<file path="src/pkg/btio_regs.svh">
// Constants for the backplane trigger block: line indices, counts, timing.
// Assumes inclusion by the package and the design file by bare name.
`ifndef BTIO_REGS_SVH
`define BTIO_REGS_SVH

// ----------------------------------------------------------------
// Line indices and layout
// ----------------------------------------------------------------
`define BTIO_IDX_FIRST   6'd33
`define BTIO_IDX_LAST    6'd44
`define BTIO_NLINES      12
`define BTIO_LINE_DSTARA 4'd8
`define BTIO_LINE_DSTARB 4'd9
`define BTIO_LINE_STAR   4'd10
`define BTIO_LINE_DSTARC 4'd11
`define BTIO_MON_BANK    2
`define BTIO_OE_MASK_W   16

// ----------------------------------------------------------------
// Clocking
// ----------------------------------------------------------------
`define BTIO_CLK_HZ      20000000
`define BTIO_REF_HZ      10000000
`define BTIO_REF_HALF    (`BTIO_CLK_HZ / (2 * `BTIO_REF_HZ))
`define BTIO_SW_SETTLE   2'd2

`endif

</file>
<file path="src/pkg/btio_pkg.sv">
// Types shared by the backplane trigger block.
// Assumes the constants header sits beside it on the include path.
`include "btio_regs.svh"

package btio_pkg;

  // Qualification of a protocol trigger input.
  typedef enum logic [1:0] {POL_HIGH, POL_LOW, POL_RISE, POL_FALL} btio_pol_t;

  // Capture of the clock-select switch after reset.
  typedef enum logic [1:0] {CS_FILL0, CS_FILL1, CS_FILL2, CS_HELD} btio_cs_t;

endpackage

</file>
<file path="src/design/btio_top.sv">
// Backplane trigger and star line controller for two protocol cores.
// Assumes one 20 MHz clock; backplane pins and the switch are asynchronous.
//
// Summary of operation
// - Protocol clock is the on-board oscillator or backplane reference.
// - Clock-select switch sampled once after reset, held until next reset.
// - Sampled source readable: 0 backplane reference, 1 on-board oscillator.
// - Every backplane input passes a two-flop synchroniser before use.
// - Eight trigger lines map to indices 33 to 40 for read, write, enable.
// - Star inputs at 41 and 42, bidirectional star 43, output star 44.
// - Twelve lines monitored in bank 2, rise and fall bit per line.
// - Bidirectional lines float after reset until software enables drivers.
// - Enable set drives written level unless a sync is mapped to the line; line floats once neither core enables it nor maps a sync to it.
// - A write clearing the enable ignores the supplied value.
// - Both cores enabling one line: most recent writer's value drives.
// - Enabled output star carries a continuous 10 MHz 50 percent wave.
// - Output star 44 is controlled only by its enable, never floats.
// - Core triggers sourced from, syncs driven onto, fixed backplane lines.
// - One source per trigger input; a sync may drive several lines.
// - Triggers qualified as high, low, rising or falling.
// - Output-enable bitmask for indices 33 to 48 is readable.
`include "btio_regs.svh"

module btio_top
  import btio_pkg::*;
(
  // Clock and reset
  input  wire logic                      clk,
  input  wire logic                      reset,
  // Clock selection
  input  wire logic                      clock_select_switch,
  output logic                           clk_src_onboard,
  output logic                           clk_src_valid,
  // Discrete access, one lane per core
  input  wire logic [1:0]                dio_wr,
  input  wire logic [1:0][5:0]           dio_idx,
  input  wire logic [1:0]                dio_en,
  input  wire logic [1:0]                dio_val,
  output logic [`BTIO_NLINES-1:0]        line_state,
  output logic [`BTIO_OE_MASK_W-1:0]     out_en_mask,
  // Edge monitor
  input  wire logic [`BTIO_NLINES-1:0]   rise_en,
  input  wire logic [`BTIO_NLINES-1:0]   fall_en,
  input  wire logic [`BTIO_NLINES-1:0]   rise_clr,
  input  wire logic [`BTIO_NLINES-1:0]   fall_clr,
  output logic [`BTIO_NLINES-1:0]        rise_flag,
  output logic [`BTIO_NLINES-1:0]        fall_flag,
  output logic                           mon_event,
  // Protocol triggers and syncs
  input  wire logic [1:0][2:0]           trig_src_star,
  input  wire btio_pol_t [1:0][2:0]      trig_pol,
  output logic [1:0][2:0]                core_trig,
  input  wire logic [1:0][2:0]           core_sync,
  input  wire logic [1:0][3:0]           sync_map,
  // Backplane pins
  input  wire logic [7:0]                trig_i,
  output logic [7:0]                     trig_o,
  output logic [7:0]                     trig_oe_n,
  input  wire logic [1:0]                dstar_i,
  input  wire logic                      star_i,
  output logic                           star_o,
  output logic                           star_oe_n,
  output logic                           dstarc_o
);

  localparam int N = `BTIO_NLINES;
  localparam logic [3:0] HALF_M1 = 4'(`BTIO_REF_HALF - 1);

  // Returns {valid, line} for a discrete index.
  function automatic logic [4:0] idx_line(input logic [5:0] idx);
    logic [5:0] off;
    off = idx - `BTIO_IDX_FIRST;
    if (idx >= `BTIO_IDX_FIRST && idx <= `BTIO_IDX_LAST)
      idx_line = {1'b1, off[3:0]};
    else
      idx_line = 5'h00;
  endfunction

  // ----------------------------------------------------------------
  // Input synchronisers
  // ----------------------------------------------------------------
  logic [N-1:0] s1_reg, s2_reg, prev_reg;
  logic         sw1_reg, sw2_reg;
  logic [N-1:0] raw, cur;

  always_comb begin
    raw = {1'b0, star_i, dstar_i, trig_i};
    cur = {dstarc_o, s2_reg[N-2:0]};
  end

  always_ff @(posedge clk) begin
    if (reset) begin
      s1_reg   <= '0;
      s2_reg   <= '0;
      prev_reg <= '0;
      sw1_reg  <= 1'b0;
      sw2_reg  <= 1'b0;
    end else begin
      s1_reg   <= raw;
      s2_reg   <= s1_reg;
      prev_reg <= cur;
      sw1_reg  <= clock_select_switch;
      sw2_reg  <= sw1_reg;
    end
  end

  assign line_state = cur;

  // ----------------------------------------------------------------
  // Clock source capture
  // ----------------------------------------------------------------
  btio_cs_t cs_reg, cs_next;
  logic     src_reg, src_next;

  always_comb begin
    cs_next  = cs_reg;
    src_next = src_reg;
    case (cs_reg)
      CS_FILL0: cs_next = CS_FILL1;
      CS_FILL1: cs_next = CS_FILL2;
      CS_FILL2: begin
        src_next = sw2_reg;
        cs_next  = CS_HELD;
      end
      CS_HELD:  cs_next = CS_HELD;
      default:  cs_next = CS_FILL0;
    endcase
  end

  always_ff @(posedge clk) begin
    if (reset) begin
      cs_reg  <= CS_FILL0;
      src_reg <= 1'b0;
    end else begin
      cs_reg  <= cs_next;
      src_reg <= src_next;
    end
  end

  assign clk_src_onboard = src_reg;
  assign clk_src_valid   = (cs_reg == CS_HELD);

  // Edge detection waits until the synchronisers hold real pin levels.
  logic mon_ok;
  assign mon_ok = (cs_reg == CS_HELD);

  // ----------------------------------------------------------------
  // Discrete writes and line drivers
  // ----------------------------------------------------------------
  logic [1:0][N-1:0] en_reg, en_next, val_reg, val_next;
  logic [N-1:0]      last_reg, last_next;
  logic [N-1:0]      drv_o_next, drv_oe_n_next;
  logic [N-1:0]      drv_o_reg, drv_oe_n_reg;
  logic [4:0]        dec;
  logic              sel;

  always_comb begin
    en_next   = en_reg;
    val_next  = val_reg;
    last_next = last_reg;
    dec       = 5'h00;
    for (int c = 0; c < 2; c++) begin
      dec = idx_line(dio_idx[c]);
      if (dio_wr[c] && dec[4]) begin
        en_next[c][dec[3:0]] = dio_en[c];
        if (dio_en[c]) begin
          val_next[c][dec[3:0]] = dio_val[c];
        end
        last_next[dec[3:0]] = 1'(c);
      end
    end
  end

  always_comb begin
    drv_o_next    = '0;
    drv_oe_n_next = '1;
    sel           = 1'b0;
    for (int l = 0; l < N; l++) begin
      sel = (en_reg[0][l] && en_reg[1][l]) ? last_reg[l] : en_reg[1][l];
      if (en_reg[0][l] || en_reg[1][l]) begin
        drv_o_next[l]    = val_reg[sel][l];
        drv_oe_n_next[l] = 1'b0;
      end
    end
    for (int s = 0; s < 4; s++) begin
      if (sync_map[0][s] || sync_map[1][s]) begin
        drv_oe_n_next[(s == 3) ? 10 : s] = 1'b0;
        drv_o_next[(s == 3) ? 10 : s] =
          sync_map[0][s] ? core_sync[0][(s == 3) ? 2 : s]
                         : core_sync[1][(s == 3) ? 2 : s];
      end
    end
  end

  always_ff @(posedge clk) begin
    if (reset) begin
      en_reg       <= '0;
      val_reg      <= '0;
      last_reg     <= '0;
      drv_o_reg    <= '0;
      drv_oe_n_reg <= '1;
    end else begin
      en_reg       <= en_next;
      val_reg      <= val_next;
      last_reg     <= last_next;
      drv_o_reg    <= drv_o_next;
      drv_oe_n_reg <= drv_oe_n_next;
    end
  end

  assign trig_o    = drv_o_reg[7:0];
  assign trig_oe_n = drv_oe_n_reg[7:0];
  assign star_o    = drv_o_reg[10];
  assign star_oe_n = drv_oe_n_reg[10];

  // The star output is enabled by either core's last write to index 44.
  logic ref_on;
  assign ref_on = en_reg[0][11] | en_reg[1][11];

  always_comb begin
    out_en_mask     = '0;
    out_en_mask[7:0] = ~drv_oe_n_reg[7:0];
    out_en_mask[10] = ~drv_oe_n_reg[10];
    out_en_mask[11] = ref_on;
  end

  // ----------------------------------------------------------------
  // 10 MHz reference on the output-only star line
  // ----------------------------------------------------------------
  logic [3:0] div_reg, div_next;
  logic       ref_reg, ref_next;

  always_comb begin
    div_next = div_reg;
    ref_next = ref_reg;
    if (!ref_on) begin
      div_next = '0;
      ref_next = 1'b0;
    end else if (div_reg == HALF_M1) begin
      div_next = '0;
      ref_next = ~ref_reg;
    end else begin
      div_next = div_reg + 4'h1;
    end
  end

  always_ff @(posedge clk) begin
    if (reset) begin
      div_reg <= '0;
      ref_reg <= 1'b0;
    end else begin
      div_reg <= div_next;
      ref_reg <= ref_next;
    end
  end

  assign dstarc_o = ref_reg;

  // ----------------------------------------------------------------
  // Edge monitor
  // ----------------------------------------------------------------
  logic [N-1:0] rise_reg, fall_reg, rise_next, fall_next;

  always_comb begin
    rise_next = (rise_reg & ~rise_clr)
              | (cur & ~prev_reg & rise_en & {N{mon_ok}});
    fall_next = (fall_reg & ~fall_clr)
              | (~cur & prev_reg & fall_en & {N{mon_ok}});
  end

  always_ff @(posedge clk) begin
    if (reset) begin
      rise_reg <= '0;
      fall_reg <= '0;
    end else begin
      rise_reg <= rise_next;
      fall_reg <= fall_next;
    end
  end

  assign rise_flag = rise_reg;
  assign fall_flag = fall_reg;
  assign mon_event = |{rise_reg, fall_reg};

  // ----------------------------------------------------------------
  // Protocol trigger qualification
  // ----------------------------------------------------------------
  logic [1:0][2:0] trig_next, trig_reg;
  logic [3:0]      ln;

  always_comb begin
    trig_next = '0;
    ln        = '0;
    for (int c = 0; c < 2; c++) begin
      for (int t = 0; t < 3; t++) begin
        ln = trig_src_star[c][t] ? 4'(t + 8) : 4'(t);
        case (trig_pol[c][t])
          POL_HIGH: trig_next[c][t] = cur[ln];
          POL_LOW:  trig_next[c][t] = ~cur[ln];
          POL_RISE: trig_next[c][t] = cur[ln] & ~prev_reg[ln] & mon_ok;
          POL_FALL: trig_next[c][t] = ~cur[ln] & prev_reg[ln] & mon_ok;
          default:  trig_next[c][t] = 1'b0;
        endcase
      end
    end
  end

  always_ff @(posedge clk) begin
    if (reset) begin
      trig_reg <= '0;
    end else begin
      trig_reg <= trig_next;
    end
  end

  assign core_trig = trig_reg;

endmodule

</file>
<file path="config.mk">
export PLATFORM = sky130hd
export DESIGN_NAME = btio_top
export DESIGN_NICKNAME = d
export VERILOG_FILES = /design/src/pkg/btio_pkg.sv /design/src/design/btio_top.sv
export VERILOG_INCLUDE_DIRS = /design/src /design/src/pkg
export SDC_FILE = /design/constraint.sdc
export NUM_CORES = 1
export LEC_CHECK = 0
export BUFFER_PORTS_ARGS = -buffer_cell sky130_fd_sc_hd__buf_2
export CAP_MARGIN = 20
export CORE_ASPECT_RATIO = 0.9
export CORE_MARGIN = 10
export CORE_UTILIZATION = 52
export CTS_BUF_LIST = sky130_fd_sc_hd__clkbuf_2 sky130_fd_sc_hd__clkbuf_4 sky130_fd_sc_hd__clkbuf_8
export CTS_CLUSTER_DIAMETER = 200
export DETAILED_ROUTE_END_ITERATION = 8
export HOLD_SLACK_MARGIN = 0.1
export PLACE_DENSITY = 0.82
export SLEW_MARGIN = 20
export SYNTH_ARGS = -nofsm -noshare
export SYNTH_HDL_FRONTEND = slang
export SYNTH_SLANG_ARGS = --single-unit
</file>
<file path="constraint.sdc">
create_clock -name clk -period 2.85 [get_ports clk]
set_clock_uncertainty 0.05 [all_clocks]
set_input_delay 0.4275 -clock clk [delete_from_list [all_inputs] [get_ports clk]]
set_output_delay 0.4275 -clock clk [all_outputs]
set_load 0.02 [all_outputs]
</file>
==> results.py <==
metrics = {
    "timing": {
        "tightest_slew_ps": 697.5,
        "min_period_ps": 2269,
        "tns_ps": 0,
        "fin_crit_sh_pct": 79.60,
        "relSlewSlack_pct": 53.01,
        "slew_viol_final": 0,
        "finalSetupViolCount": 0,
        "max_freq_mhz": 440.8,
        "fin_ws_ps": 581.3,
        "hold_violations": 0,
        "rsz0062_at_grt": "no",
    },
    "cts": {
        "cts_tree": "done",
        "root_buffer": "clkbuf_8",
        "cts.clk_slew.worst_paths_ps": 70,
        "post_cts_resized": 0,
        "cts_setup_buffers": 0,
        "clock-sinks": 139,
        "htreeDepth": 4,
        "clk_latency_ps": 450,
        "cts_hold_buf": 0,
        "numCtsBuffers": 17,
        "clockBufferDepth": 2,
    },
    "finish": {
        "largest_reg_flops": 20,
        "utilization_pct": 66.48,
        "final_cell_mix": "buf_2 (184), dfxtp_1 (139), a21oi_1 (65)",
        "post_route_cells_drive_above_1_share_pct": 29.09,
        "final_area_mm2": 0.007187,
        "area_growth_pct": 25.20,
        "nets": 932,
        "layout_commonest_cell": "buf_2",
    },
    "die": {
        "fp.dieArea_mm2": 0.01565,
        "core_area_mm2": 0.01081,
        "die_x_um": 130.8,
        "start_util_pct": 53.10,
        "row_count": 36,
        "io_pins": 192,
        "fp.dieH_um": 119.7,
    },
    "global_route": {
        "antenna_found_initial": 1,
        "grt_pass1_vias": 5192,
        "grt_max_degree": 72,
        "track_usage_pct": 20.70,
        "grt_pass1_wl_um": 26050,
        "gr-total-overflow": 0,
    },
    "power_and_ir_drop": {
        "leakage_nw": 3.154,
        "power_density_mw_per_mm2": 569.9,
        "peakVddDrop_mv": 0.3131,
        "finalPower_mw": 4.096,
    },
    "placement": {
        "place_area_mm2": 0.006741,
        "hpwl_um": 12750,
        "gp_congestion": 0.9385,
        "dp_slack_ps": 331.9,
        "portBuffers": 185,
    },
    "synth": {
        "postSynthCellCount": 629,
        "ys_ff_latch": 139,
        "yosysTopAreaCell": "dfxtp_1",
        "synth_edf_count": 0,
        "seq_area_frac_synth_pct": 48.47,
        "synthDistinctLibCells": 54,
        "synthFlopType": "dfxtp_1",
        "ys_warn_count": 0,
        "synth_area_mm2": 0.005741,
        "yosys-top-cells-area": "dfxtp_1 (48%), a21oi_1 (5.7%), mux2i_1 (4.7%)",
        "yosysTopAreaCellShare_pct": 48.47,
        "async_flop_share_pct": 0,
        "avgSynthCellArea_um2": 9.126,
    },
    "worst_setup_path": {
        "critPathCaptureType": "output port",
        "reg2reg_depth": 5,
        "crit_type": "reg2out",
        "start_kind": "register",
        "critPathRequiredTime_ps": 2370,
        "cp.arrival_ps": 1790,
        "crit_fanout": 17,
    },
    "detailed_routing": {
        "wl_um": 16720,
        "post-route-drc-count": 0,
        "drt_iter0_drc": 455,
        "ant_nets": 0,
        "wl_per_cell_um": 17.41,
        "via_count": 5379,
        "via_per_inst": 5.603,
        "firstDrtPassIters": 7,
    },
    "worst_hold_path": {
        "hold_depth": 2,
        "hp-class": "in2reg",
    },
    "run_status": {
        "status": "completed",
    },
    "run": {
        "cap_violations": 0,
    },
}
## cells by family (layout without fill, tap and decap cells)
family / Yosys count / after routing / share of synthesized area [%]
other cells: 1 / 8 / 0.06533
fa+ha+maj: 8 / 8 / 1.744
simple gates: 232 / 232 / 22.84
buf+inv: 64 / 255 / 4.969
mux: 27 / 27 / 4.708
xor+xnor: 3 / 3 / 0.4578
compound gates: 155 / 155 / 16.74
flops: 139 / 139 / 48.47
## synth_stat cells (2+ instances only)
master     instances
a211o_1            4
a211oi_1           7
a21bo_2            2
a21o_1             2
a21oi_1           65
a311oi_1           4
a31o_2             4
a31oi_1            6
and2b_1            2
and3_1             3
buf_1              5
buf_2              2
buf_4              9
clkbuf_1          16
clkinv_1           2
dfxtp_1          139
ha_1               8
inv_1             28
mux2i_1           27
nand2_1           58
nand2b_1          30
nand3_1           24
nand4b_1          24
nor2_1            17
nor2b_1           42
nor3_1             5
nor4_1            11
o211ai_1           5
o21a_1             3
o21ai_0           36
o21ai_1            2
o2bb2ai_1          4
o311ai_0           2
o41ai_1            4
or2_2              5
or3_1              3
xnor2_1            2
## path summary, 6_finish.rpt
check / start / to / slack, ps
worst min register to register: s1_reg[3]$_SDFF_PP0_ / s2_reg[3]$_SDFF_PP0_ / 390
worst max register to register: cs_reg[0]$_SDFF_PP0_ / rise_flag[5]$_SDFF_PP0_ / 990
worst min-delay path: sync_map[1] / drv_oe_n_reg[1]$_SDFF_PP1_ / 130
worst max-delay path: cs_reg[0]$_SDFF_PP0_ / clk_src_valid / 580
## critical path, stage by stage, from the launching register on
cell and delay [ps]:
dfxtp_1 380, nand2_1 180, inv_1 500, buf_2 280
## per-stage QoR
step | instances | hold WS, ps
global placement | 926 | 368.2
finish | 960 | 131.9
floorplan | 634 | 363.8
detailed placement | 926 | 377.8
CTS | 958 | 109.6
global route | 958 | 121.0
## per-layer routing
| layer | global-route usage (%) | wire, um | up-vias |
|---|---|---|---|
| li1 | - | - | 2580 |
| met1 | 25.75 | 7033 | 2538 |
| met2 | 33.31 | 7900 | 236 |
| met3 | 6.514 | 1502 | 25 |
| met4 | 6.667 | 280 | 0 |
| met5 | 0 | 0 | - |
## power by group
group	internal, mW	switching, mW
Sequential	1.98	0.0251
Combinational	0.143	0.218
Clock	0.980	0.749
## final cells by class
class | instances | area (um2)
fill | 874 | 3623
antenna | 2 | 5.005
clock inverter | 10 | 137.6
multi-input combinational | 431 | 2691
tap | 133 | 166.4
timing repair buffer | 193 | 988.4
clock buffer | 22 | 302.8
inverter | 30 | 112.6
sequential | 139 | 2783
(Power assumes the default switching activity.)
